**src/atb_consts.svh**
```systemverilog
// Purpose: constants of the asynchronous timer bridge
// Assumes: plain register port, 8-bit data, 3-bit index
// Notes:   offsets are register indices
`ifndef ATB_CONSTS_SVH
`define ATB_CONSTS_SVH

// ----------------------------------------
// register offsets
// ----------------------------------------
`define ATB_OFF_CONTROL  3'h0
`define ATB_OFF_COMPARE  3'h1
`define ATB_OFF_COUNTER  3'h2
`define ATB_OFF_STATUS   3'h3
`define ATB_OFF_MASK     3'h4
`define ATB_OFF_FLAGS    3'h5

// ----------------------------------------
// field positions
// ----------------------------------------
`define ATB_BIT_ASYNC_SEL   3
`define ATB_BIT_CNT_BUSY    2
`define ATB_BIT_CMP_BUSY    1
`define ATB_BIT_CTL_BUSY    0
`define ATB_BIT_CMP_IRQ     7
`define ATB_BIT_OVF_IRQ     6
`define ATB_CTL_COM_HI      5
`define ATB_CTL_COM_LO      4
`define ATB_CTL_CS_HI       2

// ----------------------------------------
// reset values and timing
// ----------------------------------------
`define ATB_RST_BYTE        8'h00
`define ATB_FLAG_SYNC_CYC   3
`define ATB_MAX_COUNT       8'hff

`endif

```
**src/atb_pkg.sv**
```systemverilog
// Purpose: types of the asynchronous timer bridge
// Assumes: nothing
// Notes:   channel index equals the busy bit position
package atb_pkg;

    // holding register progress, gray along idle -> one edge -> commit
    typedef enum logic [1:0] {
        ATB_HOLD_IDLE  = 2'b00,
        ATB_HOLD_WAIT1 = 2'b01,
        ATB_HOLD_WAIT2 = 2'b11
    } atb_hold_t;

    typedef logic [7:0] atb_byte_t;

endpackage

```
**src/atb_timer_bridge.sv**
```systemverilog
// Purpose: register bridge between CPU port and crystal-clocked 8-bit timer
// Assumes: crystal pin sampled on sys_clk, sys_clk above four times crystal
// Notes:   all logic on sys_clk; crystal edges found by synchronised detect
//
// Local design decisions: the strobed register port and the register addresses.
`include "atb_consts.svh"

// What this block does
// - async select picks crystal or I/O clock
// - counter write sets busy until committed
// - compare write sets busy until committed
// - control write sets busy until committed
// - counter reads its copy, control and compare read holding
// - commit after two crystal rising edges
// - independent holding register for counter, compare and control
// - no compare match while counter or compare writes pending
// - interrupt flags clear one sys_clk cycle after ack or write
// - oscillator runs in async mode except deep sleep modes
// - wake-up starts on next timer tick
// - counter read copy refreshed each timer tick
// - flag sync three cycles plus timer cycle
// - compare pin changes on timer tick
// - irq requested from enable, global, flag
// - flags cleared by vector or writing one
module atb_timer_bridge
    import atb_pkg::*;
(
    input  wire logic       sys_clk,
    input  wire logic       rst,
    input  wire logic [2:0] reg_addr,
    input  wire logic [7:0] reg_wdata,
    input  wire logic       reg_wr,
    input  wire logic       reg_rd,
    output logic      [7:0] reg_rdata,
    input  wire logic       crystal_clock_pin,
    input  wire logic       global_irq_enable,
    input  wire logic       compare_irq_ack,
    input  wire logic       overflow_irq_ack,
    input  wire logic       sleep_active,
    input  wire logic       deep_sleep,
    output logic            compare_irq_req,
    output logic            overflow_irq_req,
    output logic            compare_out,
    output logic            wake_req,
    output logic            osc_enable
);

    function automatic logic wr_hit(input logic [2:0] a, input logic [2:0] off);
        return a == off;
    endfunction

    // ----------------------------------------
    // crystal edge detection
    // ----------------------------------------
    logic [2:0] xtal_sync_reg;
    logic       xtal_rise;
    logic       async_sel_reg;
    logic       tick;

    always_ff @(posedge sys_clk or posedge rst) begin
        if (rst) begin
            xtal_sync_reg <= 3'h0;
        end else begin
            xtal_sync_reg <= {xtal_sync_reg[1:0], crystal_clock_pin};
        end
    end

    assign xtal_rise = xtal_sync_reg[1] & ~xtal_sync_reg[2];
    assign tick      = async_sel_reg ? xtal_rise : 1'b1;

    // ----------------------------------------
    // async select and oscillator enable
    // ----------------------------------------
    always_ff @(posedge sys_clk or posedge rst) begin
        if (rst) begin
            async_sel_reg <= 1'b0;
            osc_enable    <= 1'b0;
        end else begin
            if (reg_wr && wr_hit(reg_addr, `ATB_OFF_STATUS)) begin
                async_sel_reg <= reg_wdata[`ATB_BIT_ASYNC_SEL];
            end
            osc_enable <= async_sel_reg & ~deep_sleep;
        end
    end

    // ----------------------------------------
    // holding registers, one per channel
    // ----------------------------------------
    localparam logic [2:0] CH_OFF [3] = '{`ATB_OFF_COUNTER, `ATB_OFF_COMPARE,
                                          `ATB_OFF_CONTROL};
    atb_hold_t  hold_st_reg  [3];
    atb_byte_t  hold_val_reg [3];
    logic [2:0] busy;
    logic [2:0] commit;

    for (genvar ch = 0; ch < 3; ch++) begin : g_hold
        // CH_OFF is listed high index first
        logic hit;
        assign hit        = reg_wr && wr_hit(reg_addr, CH_OFF[2 - ch]);
        assign busy[ch]   = hold_st_reg[ch] != ATB_HOLD_IDLE;
        assign commit[ch] = (hold_st_reg[ch] == ATB_HOLD_WAIT2) && xtal_rise;

        always_ff @(posedge sys_clk or posedge rst) begin
            if (rst) begin
                hold_val_reg[ch] <= `ATB_RST_BYTE;
            end else if (hit) begin
                hold_val_reg[ch] <= reg_wdata;
            end
        end

        always_ff @(posedge sys_clk or posedge rst) begin
            if (rst) begin
                hold_st_reg[ch] <= ATB_HOLD_IDLE;
            end else if (hit && async_sel_reg) begin
                hold_st_reg[ch] <= ATB_HOLD_WAIT1;
            end else if (!async_sel_reg) begin
                hold_st_reg[ch] <= ATB_HOLD_IDLE;
            end else if (xtal_rise) begin
                unique case (hold_st_reg[ch])
                    ATB_HOLD_IDLE:  hold_st_reg[ch] <= ATB_HOLD_IDLE;
                    ATB_HOLD_WAIT1: hold_st_reg[ch] <= ATB_HOLD_WAIT2;
                    ATB_HOLD_WAIT2: hold_st_reg[ch] <= ATB_HOLD_IDLE;
                    default:        hold_st_reg[ch] <= ATB_HOLD_IDLE;
                endcase
            end
        end
    end

    // sync mode writes land next cycle
    logic [2:0] sync_wr;
    assign sync_wr[0] = reg_wr && !async_sel_reg && wr_hit(reg_addr, `ATB_OFF_CONTROL);
    assign sync_wr[1] = reg_wr && !async_sel_reg && wr_hit(reg_addr, `ATB_OFF_COMPARE);
    assign sync_wr[2] = reg_wr && !async_sel_reg && wr_hit(reg_addr, `ATB_OFF_COUNTER);

    // ----------------------------------------
    // timer core
    // ----------------------------------------
    atb_byte_t control_reg;
    atb_byte_t compare_reg;
    atb_byte_t counter_reg;
    atb_byte_t cnt_copy_reg;
    logic      running;
    logic      match;
    logic      cmp_evt_reg;
    logic      ovf_evt_reg;

    assign running = control_reg[`ATB_CTL_CS_HI:0] != 3'h0;
    assign match   = running && (counter_reg == compare_reg) && !busy[1] && !busy[2];

    always_ff @(posedge sys_clk or posedge rst) begin
        if (rst) begin
            control_reg <= `ATB_RST_BYTE;
            compare_reg <= `ATB_RST_BYTE;
        end else begin
            if (commit[0] || sync_wr[0]) begin
                control_reg <= commit[0] ? hold_val_reg[0] : reg_wdata;
            end
            if (commit[1] || sync_wr[1]) begin
                compare_reg <= commit[1] ? hold_val_reg[1] : reg_wdata;
            end
        end
    end

    always_ff @(posedge sys_clk or posedge rst) begin
        if (rst) begin
            counter_reg <= `ATB_RST_BYTE;
            cmp_evt_reg <= 1'b0;
            ovf_evt_reg <= 1'b0;
        end else begin
            cmp_evt_reg <= tick && match;
            ovf_evt_reg <= tick && running && counter_reg == `ATB_MAX_COUNT;
            if (commit[2] || sync_wr[2]) begin
                counter_reg <= commit[2] ? hold_val_reg[2] : reg_wdata;
            end else if (tick && running) begin
                counter_reg <= counter_reg + 8'h01;
            end
        end
    end

    // pin follows timer tick directly, no CPU-side sync
    always_ff @(posedge sys_clk or posedge rst) begin
        if (rst) begin
            compare_out <= 1'b0;
        end else if (tick && match) begin
            unique case (control_reg[`ATB_CTL_COM_HI:`ATB_CTL_COM_LO])
                2'h0: compare_out <= compare_out;
                2'h1: compare_out <= ~compare_out;
                2'h2: compare_out <= 1'b0;
                2'h3: compare_out <= 1'b1;
            endcase
        end
    end

    // read copy refreshed on timer edges only
    always_ff @(posedge sys_clk or posedge rst) begin
        if (rst) begin
            cnt_copy_reg <= `ATB_RST_BYTE;
        end else if (tick) begin
            cnt_copy_reg <= counter_reg;
        end
    end

    // ----------------------------------------
    // interrupt flags and mask
    // ----------------------------------------
    logic [`ATB_FLAG_SYNC_CYC-1:0] cmp_dly_reg;
    logic [`ATB_FLAG_SYNC_CYC-1:0] ovf_dly_reg;
    logic      cmp_set;
    logic      ovf_set;
    logic      cmp_clr;
    logic      ovf_clr;
    logic      flag_wr;
    atb_byte_t mask_reg;
    logic      cmp_flag_reg;
    logic      ovf_flag_reg;

    always_ff @(posedge sys_clk or posedge rst) begin
        if (rst) begin
            cmp_dly_reg <= '0;
            ovf_dly_reg <= '0;
        end else begin
            cmp_dly_reg <= {cmp_dly_reg[`ATB_FLAG_SYNC_CYC-2:0], cmp_evt_reg};
            ovf_dly_reg <= {ovf_dly_reg[`ATB_FLAG_SYNC_CYC-2:0], ovf_evt_reg};
        end
    end

    assign flag_wr = reg_wr && wr_hit(reg_addr, `ATB_OFF_FLAGS);
    assign cmp_set = async_sel_reg ? cmp_dly_reg[`ATB_FLAG_SYNC_CYC-1] : cmp_evt_reg;
    assign ovf_set = async_sel_reg ? ovf_dly_reg[`ATB_FLAG_SYNC_CYC-1] : ovf_evt_reg;
    assign cmp_clr = compare_irq_ack || (flag_wr && reg_wdata[`ATB_BIT_CMP_IRQ]);
    assign ovf_clr = overflow_irq_ack || (flag_wr && reg_wdata[`ATB_BIT_OVF_IRQ]);

    always_ff @(posedge sys_clk or posedge rst) begin
        if (rst) begin
            cmp_flag_reg <= 1'b0;
            ovf_flag_reg <= 1'b0;
        end else begin
            cmp_flag_reg <= cmp_set | (cmp_flag_reg & ~cmp_clr);
            ovf_flag_reg <= ovf_set | (ovf_flag_reg & ~ovf_clr);
        end
    end

    always_ff @(posedge sys_clk or posedge rst) begin
        if (rst) begin
            mask_reg <= `ATB_RST_BYTE;
        end else if (reg_wr && wr_hit(reg_addr, `ATB_OFF_MASK)) begin
            mask_reg <= reg_wdata;
        end
    end

    always_ff @(posedge sys_clk or posedge rst) begin
        if (rst) begin
            compare_irq_req  <= 1'b0;
            overflow_irq_req <= 1'b0;
        end else begin
            compare_irq_req  <= global_irq_enable & mask_reg[`ATB_BIT_CMP_IRQ]
                                & cmp_flag_reg;
            overflow_irq_req <= global_irq_enable & mask_reg[`ATB_BIT_OVF_IRQ]
                                & ovf_flag_reg;
        end
    end

    // ----------------------------------------
    // wake-up request
    // ----------------------------------------
    logic irq_pending;
    assign irq_pending = (mask_reg[`ATB_BIT_CMP_IRQ] & cmp_flag_reg)
                       | (mask_reg[`ATB_BIT_OVF_IRQ] & ovf_flag_reg);

    // wake raised on next tick; released only on a tick after sleep ends
    always_ff @(posedge sys_clk or posedge rst) begin
        if (rst) begin
            wake_req <= 1'b0;
        end else if (tick) begin
            wake_req <= sleep_active ? (wake_req | irq_pending) : 1'b0;
        end
    end

    // ----------------------------------------
    // register read
    // ----------------------------------------
    always_ff @(posedge sys_clk or posedge rst) begin
        if (rst) begin
            reg_rdata <= `ATB_RST_BYTE;
        end else if (reg_rd) begin
            unique case (reg_addr)
                `ATB_OFF_CONTROL: reg_rdata <= hold_val_reg[0];
                `ATB_OFF_COMPARE: reg_rdata <= hold_val_reg[1];
                `ATB_OFF_COUNTER: reg_rdata <= cnt_copy_reg;
                `ATB_OFF_STATUS:  reg_rdata <= {4'h0, async_sel_reg, busy};
                `ATB_OFF_MASK:    reg_rdata <= mask_reg;
                `ATB_OFF_FLAGS:   reg_rdata <= {cmp_flag_reg, ovf_flag_reg, 6'h00};
                default:          reg_rdata <= 8'h00;
            endcase
        end else begin
            reg_rdata <= 8'h00;
        end
    end

    // ----------------------------------------
    // checks
    // ----------------------------------------
    AST_CNT_BUSY_SET: assert property (@(posedge sys_clk) disable iff (rst)
        reg_wr && async_sel_reg && reg_addr == `ATB_OFF_COUNTER |=> busy[2])
        else $error("counter write did not set busy");
    AST_CMP_BUSY_SET: assert property (@(posedge sys_clk) disable iff (rst)
        reg_wr && async_sel_reg && reg_addr == `ATB_OFF_COMPARE |=> busy[1])
        else $error("compare write did not set busy");
    AST_CTL_BUSY_SET: assert property (@(posedge sys_clk) disable iff (rst)
        reg_wr && async_sel_reg && reg_addr == `ATB_OFF_CONTROL |=> busy[0])
        else $error("control write did not set busy");
    AST_COMMIT_VALUE: assert property (@(posedge sys_clk) disable iff (rst)
        commit[1] |=> compare_reg == $past(hold_val_reg[1]) && !busy[1])
        else $error("compare commit wrong");
    AST_NO_MATCH_BUSY: assert property (@(posedge sys_clk) disable iff (rst)
        (busy[1] || busy[2]) |=> !cmp_evt_reg)
        else $error("compare event while write pending");
    AST_FLAG_DELAY: assert property (@(posedge sys_clk) disable iff (rst)
        cmp_evt_reg && async_sel_reg ##1 async_sel_reg [*3] |=> cmp_flag_reg)
        else $error("compare flag not set after sync delay");
    AST_IRQ_REQ: assert property (@(posedge sys_clk) disable iff (rst)
        global_irq_enable && mask_reg[7] && cmp_flag_reg |=> compare_irq_req)
        else $error("compare irq not requested");
    AST_FLAG_W1C: assert property (@(posedge sys_clk) disable iff (rst)
        flag_wr && reg_wdata[6] && !ovf_set |=> !ovf_flag_reg)
        else $error("overflow flag not cleared");
    AST_COPY_STEADY: assert property (@(posedge sys_clk) disable iff (rst)
        !tick |=> $stable(cnt_copy_reg))
        else $error("read copy changed without tick");
    AST_OSC_ON: assert property (@(posedge sys_clk) disable iff (rst)
        async_sel_reg && !deep_sleep |=> osc_enable)
        else $error("oscillator off in async mode");

endmodule // atb_timer_bridge

```
**config.mk**
```make
export PLATFORM = sky130hd
export DESIGN_NAME = atb_timer_bridge
export DESIGN_NICKNAME = d
export VERILOG_FILES = /design/src/atb_pkg.sv /design/src/atb_timer_bridge.sv
export VERILOG_INCLUDE_DIRS = /design/src
export SDC_FILE = /design/constraint.sdc
export NUM_CORES = 1
export LEC_CHECK = 0
export ABC_AREA = 0
export BUFFER_PORTS_ARGS = -buffer_cell sky130_fd_sc_hd__buf_4
export CAP_MARGIN = 15
export CORE_MARGIN = 2
export CORE_UTILIZATION = 25
export CTS_BUF_LIST = sky130_fd_sc_hd__clkbuf_8 sky130_fd_sc_hd__clkbuf_16
export CTS_CLUSTER_DIAMETER = 30
export DETAILED_ROUTE_END_ITERATION = 6
export HOLD_SLACK_MARGIN = 0.03
export MAX_ROUTING_LAYER = met4
export PLACE_DENSITY_LB_ADDON = 0.25
export SYNTH_ARGS = -nofsm -noshare
export SYNTH_HDL_FRONTEND = slang
export SYNTH_SLANG_ARGS = --single-unit
```
**constraint.sdc**
```tcl
create_clock -name sys_clk -period 10.14 [get_ports sys_clk]
set_clock_uncertainty 0.15 [all_clocks]
set_input_delay 2.028 -clock sys_clk [delete_from_list [all_inputs] [get_ports sys_clk]]
set_output_delay 2.028 -clock sys_clk [all_outputs]
set_load 0.01 [all_outputs]
```
## Yosys cells after proc, flatten, opt, wreduce, memory -nomap -nowiden

Index checks and enable logic that the tools add are counted.

| word-level totals | value |
|---|---|
| bits in registers | 95 |
| output and inout port bits | 13 |
| word-level logic and storage cells | 129 |
| input bits | 21 |

| operators by class | value |
|---|---|
| muxes and demuxes | 24 |
| reductions and logical operators | 40 |
| add/sub/neg operators | 1 |
| equality and inequality tests | 19 |
| bitwise logic cells | 20 |

Operators by type and width:

| cell | number |
|---|---|
| $pmux W8 S6 | 1 |
| $mux W8 | 5 |
| $logic_and A1 B1 Y1 | 24 |
| $mux W2 | 12 |
| $and A1 B1 Y1 | 10 |
| $eq A2 B2 Y1 const B | 5 |
| $ne A3 B2 Y1 const B | 3 |
| $add A8 B1 Y8 const B | 1 |
| $eq A2 B1 Y1 const B | 4 |
| $eq A8 B8 Y1 | 1 |
| $eq A8 B8 Y1 const B | 1 |
| $reduce_bool A2 Y1 | 4 |
| $eq A3 B2 Y1 const B | 2 |
| $eq A3 B3 Y1 const B | 2 |
| $mux W6 | 1 |
| $not A1 Y1 | 6 |
| $logic_or A1 B1 Y1 | 5 |
| $mux W1 | 4 |
| $or A1 B1 Y1 | 4 |
| $eq A3 B1 Y1 const B | 1 |
| $logic_not A1 Y1 | 3 |
| $logic_not A3 Y1 | 1 |
| $pmux W1 S3 | 1 |
| $reduce_bool A3 Y1 | 1 |
| 2 further kinds | 2 |

## Depth between registers and ports, before layout

Gate-level depths: netlist of the first run.

| logic depth | value |
|---|---|
| depth in word-level cells | 7 |
| mapped depth | 6 |
| mapped depth without buffers | 6 |

## Worst setup path after synthesis of the first run

No wires, ideal clock.

| timing | value |
|---|---|
| path kind | in2reg |
| from | input reg_addr[2] |
| to | register compare_reg[0] |
| library setup time | 137 ps |
| arrival | 2984 ps |
| required time | 9853 ps |
| stages on the path | 5 |
| path buffers | 1 |
| path slack | 6869 ps |
| path through | buf_6 -> nand2b_4 -> nor3_4 -> mux2i_1 -> a21oi_1 |

| on the way | value |
|---|---|
| word-level cells in the longest chain between the ends | 3 |

RTL lines:

| element | RTL line | RTL |
|---|---|---|
| start, declared | atb_timer_bridge.sv:30 | `input wire logic [2:0] reg_addr,` |
| $eq A3 B1 Y1 | atb_timer_bridge.sv:49 | `return a == off;` |
| $logic_and A1 B1 Y1 | atb_timer_bridge.sv:132 | `` assign sync_wr[1] = reg_wr && !async_sel_reg && wr_hit(reg_addr, `ATB_OFF_COMPARE); `` |
| $logic_or A1 B1 Y1 | atb_timer_bridge.sv:158 | `if (commit[1] \|\| sync_wr[1]) begin` |
| end signal, assigned | atb_timer_bridge.sv:153 | `` compare_reg <= `ATB_RST_BYTE; `` |
| end signal, assigned | atb_timer_bridge.sv:159 | `compare_reg <= commit[1] ? hold_val_reg[1] : reg_wdata;` |
| end, declared | atb_timer_bridge.sv:139 | `atb_byte_t compare_reg;` |

Every way passes these cells.
A chain may end at the register's enable or synchronous reset.

## Worst setup path in the final report of the first run

| timing | value |
|---|---|
| from | input reg_addr[2] |
| to | register counter_reg[6] |

| on the way | value |
|---|---|
| word-level cells in the longest chain between the ends | 4 |
| elaborated cells between the ends (all ways) | 5 |
| those cells by class | 1 x eq/ne; 1 x mux; 3 x reduce/logical |

RTL lines:

| element | RTL line | RTL |
|---|---|---|
| $eq A3 B2 Y1 (*) | atb_timer_bridge.sv:49 |  |
| $logic_and A1 B1 Y1 (*) | atb_timer_bridge.sv:133 | `` assign sync_wr[2] = reg_wr && !async_sel_reg && wr_hit(reg_addr, `ATB_OFF_COUNTER); `` |
| $logic_or A1 B1 Y1 (*) | atb_timer_bridge.sv:172 | `if (commit[2] \|\| sync_wr[2]) begin` |
| $mux W8 / $reduce_bool A2 Y1 (equally long branches) | n/a |  |
| end signal, assigned | atb_timer_bridge.sv:166 | `` counter_reg <= `ATB_RST_BYTE; `` |
| end signal, assigned | atb_timer_bridge.sv:173 | `counter_reg <= commit[2] ? hold_val_reg[2] : reg_wdata;` |
| end signal, assigned | atb_timer_bridge.sv:175 | `counter_reg <= counter_reg + 8'h01;` |
| end, declared | atb_timer_bridge.sv:140 | `atb_byte_t counter_reg;` |

Mark *: on every way between the ends. The rest lies on a longest branch, timed or not.

==> flow_summary.yaml, run 1 <==
outcome:
  status: "complete, no violations"
critical_path:
  end_kind: "flop"
  crit_cells: 6
  worst-setup-path-type: "input port to flop"
  reg2reg_setup_slack_ns: 7.63
  cp.arrival_ns: 3.76
  critPathSlowestCell: "and4bb_1"
  r2r_end: "counter_reg[7]"
  crit_buf_inv: 1
  crit_top_cell: "o2bb2ai_1"
  reg2reg_depth: 5
  critPathTopFamily: "simple AND/OR/NAND/NOR gates"
  regToRegStartpoint: "async_sel_reg"
  cp.required_ns: 10.22
  max_stage_delay_ns: 0.69
  worstPathMaxFanout: 20
  start_kind: "input port"
  crit_chain: "buf_4 > and4bb_1 > and2_1 > o2bb2ai_1 > o21ai_0 > o2bb2ai_1"
power_and_ir_drop:
  p_leak_nw: 2.18
  p_per_area_mw_per_mm2: 215
  peakVddDrop_mv: 0.0849
clock_tree:
  post_cts_resize_count: 0
  cts_max_level: 3
  cts.path.max_buffers: 2
  cts_num_sinks: 94
  clk_pin_slew_ns: 0.06
  root_buffer: "clkbuf_16"
  cts_buffers: 9
  cts_tree: "built"
  clock_latency_ns: 0.35
  postCtsSetupBuffers: 0
  cts_hold_repair.buffers: 0
die:
  start_util: 0.253
  core_area_sq_mm: 0.0171
  io_pins: 34
  die_area_sq_mm: 0.0183
  fp-row-count: 48
  fp.dieW_um: 135
  dieHeight_um: 135
cells_and_area:
  register_area_sq_mm: 0.00235
  area_growth_pct: 17.4
  n_fill_cell: 1799
  fin_util: 0.297
  largest_register_ffs: 24
  mostFrequentLayoutCell: "dfrtp_1"
  final_nets: 442
  layout-drive-gt1-share: 0.212
  fin_cells: 650
  multiInputGateArea_sq_mm: 0.00188
  final_cell_mix: "dfrtp_1 (94), nand2_1 (46), nor2_1 (35)"
  antenna_cells: 0
timing:
  relSlewSlack: 0.413
  min_period_over_period: 0.364
  finalCriticalPeriod_ns: 3.69
  drv_slew: 0
  hold_viol_final: 0
  setup_violations: 0
  hold_slack_ns: 0.200
  worst_pin_slew_ns: 0.881
  fin_setup_tns_ns: 0
  fmaxAchievable_mhz: 271
  rsz0062_at_grt: "false"
global_route:
  grt_first_pass_wirelength_um: 17000
  grt_usage: 0.128
  grt_remaining_overflow: 0
  grt_max_degree: 70
  first_global_vias: 2981
  antenna_found_initial: 0
route:
  drt_wl_total_um: 10600
  drtPass1Iterations: 4
  routedWlPerCell_um: 16.3
  postRouteAntennaNets: 0
  vias_per_cell: 4.54
  vias: 2950
  drtIter0Drc: 136
  route.detailed.drc: 0
placement:
  dp_hpwl_um: 7600
  portBuffers: 33
  gp_congestion: 0.828
  place_inst: 634
min_path:
  hold_path.class: "flop to flop"
  hold_depth: 0
  hp-start: "ovf_dly_reg[0]"
  min_to: "ovf_dly_reg[1]"
yosys:
  yosys_warnings: 0
  synth-seq-cells: 94
  ys_seq_area_frac: 0.545
  netlist_area_sq_mm: 0.00431
  synth_area_per_cell_sq_um: 11.1
  synth_cells: 389
  synth-edff-count: 0
  synth_top_area_frac: 0.545
  yosys.cell_types.count: 49
  synth_area_leaders: "dfrtp_1 (55%), mux2_2 (8.6%), mux2i_1 (5.3%)"
  syn_nets: 411
  yosysTopAreaCell: "dfrtp_1"
  synthArstFlopShare: 1.00
  synthFlopType: "dfrtp_1"
run:
  maxCapViolCount: 0
[metrics by stage]
step	setup slack [ns]	power, mW	instance area [sq um]
finish	6.45	1.09	5060
global route	6.31	1.16	5060
CTS	6.48	1.11	5060
detailed placement	6.11	0.779	4780
global placement	6.18	0.774	4780
floorplan	5.51	0.697	4310
[layer usage]
| layer | wire length [um] | global-route usage | vias to the layer above |
|---|---|---|---|
| li1 | - | - | 1425 |
| met1 | 5160 | 0.166 | 1477 |
| met2 | 4960 | 0.195 | 36 |
| met3 | 366 | 0.0393 | 12 |
| met4 | 135 | 0.0330 | 0 |
| met5 | 0 | - | - |
[cell families (layout without fill, tap and decap cells)]
group           after synthesis  in the layout  share of synthesized area
flops                        94             94                      0.545
xor+xnor                     12             12                     0.0244
simple gates                139            139                      0.162
buf+inv                      17             53                     0.0191
fa+ha+maj                     1              1                    0.00290
mux                          57             57                      0.145
compound gates               69             69                      0.101
[layout make-up]
cell class              instances  share of cell area
flip-flops and latches         94               0.465
clock inverters                 4             0.00297
inverters                       3             0.00272
multi-input cells             278               0.371
well taps                     225              0.0556
repair buffers                 34              0.0504
clock buffers                  12              0.0526
[power breakdown]
part,internal (mW),total (mW),switching [mW]
combinational,0.117,0.222,0.105
sequential,0.462,0.547,0.0848
clock,0.183,0.321,0.138
[cell usage after synthesis, types with 2 or more instances]
cell       instances
o2bb2ai_1          6
dfrtp_1           94
a31oi_1            5
nand2b_1           6
mux2_2            33
inv_1              2
nor2_1            35
nand3_1           10
nor3_1             5
nand2_1           46
and3_1             3
nor2b_1            9
mux2i_1           23
a21oi_1           28
and2_1             5
nand4_1            2
a311oi_1           2
nor3_2             2
o21a_1             3
buf_2              9
xor2_1            12
o21ai_0           12
clkbuf_1           4
a211oi_1           4
nand3b_1           5
[worst max path at each step]
stage / from / to / slack (ns)
6_report: reg_addr[2] / counter_reg[6] / 6.45
5_1_grt: reg_addr[1] / counter_reg[6] / 6.31
4_1_cts: reg_addr[2] / counter_reg[7] / 6.48
3_5_place_dp: reg_addr[2] / counter_reg[7] / 6.11
3_3_place_gp: reg_addr[2] / counter_reg[6] / 6.18
2_1_floorplan: rst / async_sel_reg / 5.51
No activity file was read; power rests on OpenSTA's default activity.
==> run 2: changes to the inputs <==
==> constraint.sdc (replaced) <==
create_clock -name sys_clk -period 3.4 [get_ports sys_clk]
set_clock_uncertainty 0.15 [all_clocks]
set_input_delay 0.68 -clock sys_clk [delete_from_list [all_inputs] [get_ports sys_clk]]
set_output_delay 0.68 -clock sys_clk [all_outputs]
set_load 0.01 [all_outputs]
==> flow_summary.yaml, run 2 (synthesized netlist as in run 1, its figures left out) <==
cells_and_area:
  final_cell_mix: "dfrtp_1 (94), nand2_1 (46), nor2_1 (35), buf_4 (35), mux2_2 (33)"
  register_area_sq_mm: 0.00235
  final_nets: 444
  largest_register_ffs: 24
  area_growth_pct: 18.0
  multiInputGateArea_sq_mm: 0.00188
  antenna_cells: 0
  mostFrequentLayoutCell: "dfrtp_1"
  layout-drive-gt1-share: 0.220
  n_fill_cell: 1804
min_path:
  hp-start: "cmp_dly_reg[0]"
  min_to: "cmp_dly_reg[1]"
  hold_path.class: "flop to flop"
  hold_depth: 0
global_route:
  grtUsageMet3: 0.0322
  grt_max_degree: 95
  grt_busiest_layer: "met2"
  grt_use_met1: 0.166
  antenna_found_initial: 0
  grt_usage: 0.129
  grt_remaining_overflow: 0
  grt_first_pass_wirelength_um: 17300
  first_global_vias: 3114
  use_met2: 0.199
power_and_ir_drop:
  power_mw: 3.29
  clkPwrFrac: 0.300
  peakVddDrop_mv: 0.294
  p_leak_nw: 2.19
  switching_share: 0.302
  p_seq_frac: 0.492
  p_sw_mw: 0.993
  p_int_mw: 2.29
  p_comb_frac: 0.209
  p_per_area_mw_per_mm2: 646
placement:
  dpl_worst_slack_ns: 0.702
  portBuffers: 33
  dp_hpwl_um: 7540
  gp_congestion: 0.816
critical_path:
  worst-setup-path-type: "input port to flop"
  regToRegStartpoint: "xtal_sync_reg[1]"
  reg2reg_setup_slack_ns: 1.35
  end_kind: "flop"
  reg2reg_depth: 5
  worstPathMaxFanout: 20
  cp.required_ns: 3.48
  cp.arrival_ns: 2.39
  r2r_end: "counter_reg[7]"
  start_kind: "input port"
die:
  fp-row-count: 48
  io_pins: 34
  fp.dieW_um: 135
  start_util: 0.253
  die_area_sq_mm: 0.0183
  dieHeight_um: 135
  core_area_sq_mm: 0.0171
outcome:
  status: "complete, no violations"
clock_tree:
  cts_max_level: 3
  post_cts_resize_count: 0
  cts.path.max_buffers: 2
  root_buffer: "clkbuf_16"
  clk_pin_slew_ns: 0.06
  cts_num_sinks: 94
  cts_tree: "built"
  clock_latency_ns: 0.35
  cts_hold_repair.buffers: 0
  cts_buffers: 9
  postCtsSetupBuffers: 0
route:
  postRouteAntennaNets: 0
  drt_wl_total_um: 10600
  routedWlPerCell_um: 16.3
  route.detailed.drc: 0
  drtPass1Iterations: 4
  vias: 2977
  vias_per_cell: 4.57
  drtIter0Drc: 173
run:
  maxCapViolCount: 0
timing:
  fin_setup_tns_ns: 0
  drv_slew: 0
  fin_ws_ns: 1.09
  setup_violations: 0
  relSlewSlack: 0.531
  worst_pin_slew_ns: 0.700
  fmaxAchievable_mhz: 433
  finalCriticalPeriod_ns: 2.31
  rsz0062_at_grt: "false"
  min_period_over_period: 0.680
  hold_viol_final: 0
[run 2: cell count changes in the layout (fill, tap and decap cells not counted)]
cell,previous run,this run
clkinv_2,0,4
inv_1,5,3
buf_12,0,1
buf_4,34,35
clkbuf_8,3,0
bufinv_16,0,1
[run 2: cell type report]
type	count	share of cell area
Clock buffer	9	0.0442
Clock inverter	7	0.0113
Inverter	3	0.00270
Multi-Input combinational cell	278	0.369
Sequential cell	94	0.462
Tap cell	225	0.0553
Timing Repair Buffer	36	0.0555
[run 2: routing by layer]
layer / share of wire / vias to the layer above
met2: 0.48 / 39
met3: 0.037 / 15
met5: 0 / -
met1: 0.47 / 1487
met4: 0.017 / 0
li1: - / 1436
[run 2: worst max-delay path by stage]
| stage | from | slack (ns) | cells past startpoint | end |
|---|---|---|---|---|
| floorplan | rst | 0.12 | 1 | async_sel_reg |
| global placement | reg_addr[2] | 0.79 | 6 | counter_reg[6] |
| detailed placement | reg_addr[2] | 0.70 | 6 | counter_reg[6] |
| CTS | reg_addr[2] | 1.08 | 6 | counter_reg[6] |
| global route | reg_addr[1] | 0.93 | 6 | counter_reg[6] |
| finish | reg_addr[2] | 1.09 | 6 | counter_reg[6] |
[run 2: power groups by stage]
| stage | clock (mW) | combinational (mW) | sequential [mW] |
|---|---|---|---|
| 2_1_floorplan | 0 | 0.526 | 1.55 |
| 3_3_place_gp | 0 | 0.684 | 1.64 |
| 3_5_place_dp | 0 | 0.697 | 1.64 |
| 4_1_cts | 1.02 | 0.698 | 1.62 |
| 5_1_grt | 1.06 | 0.775 | 1.65 |
| 6_report | 0.985 | 0.686 | 1.62 |
[run 2: worst max-delay path, stage by stage]
cell and delay, ns:
buf_4 0.19, and4bb_1 0.70, and2_1 0.35, o2bb2ai_1 0.18, o21ai_0 0.14, o2bb2ai_1 0.14
[run 2: through the flow]
step | hold WS (ns) | instances | util | area, sq um
2_1_floorplan | 0.181 | 389 | - | 4310
3_3_place_gp | 0.185 | 636 | 0.282 | 4810
3_5_place_dp | 0.187 | 636 | 0.282 | 4810
4_1_cts | 0.202 | 652 | 0.298 | 5090
5_1_grt | 0.206 | 652 | 0.298 | 5090
6_report | 0.199 | 652 | 0.298 | 5090
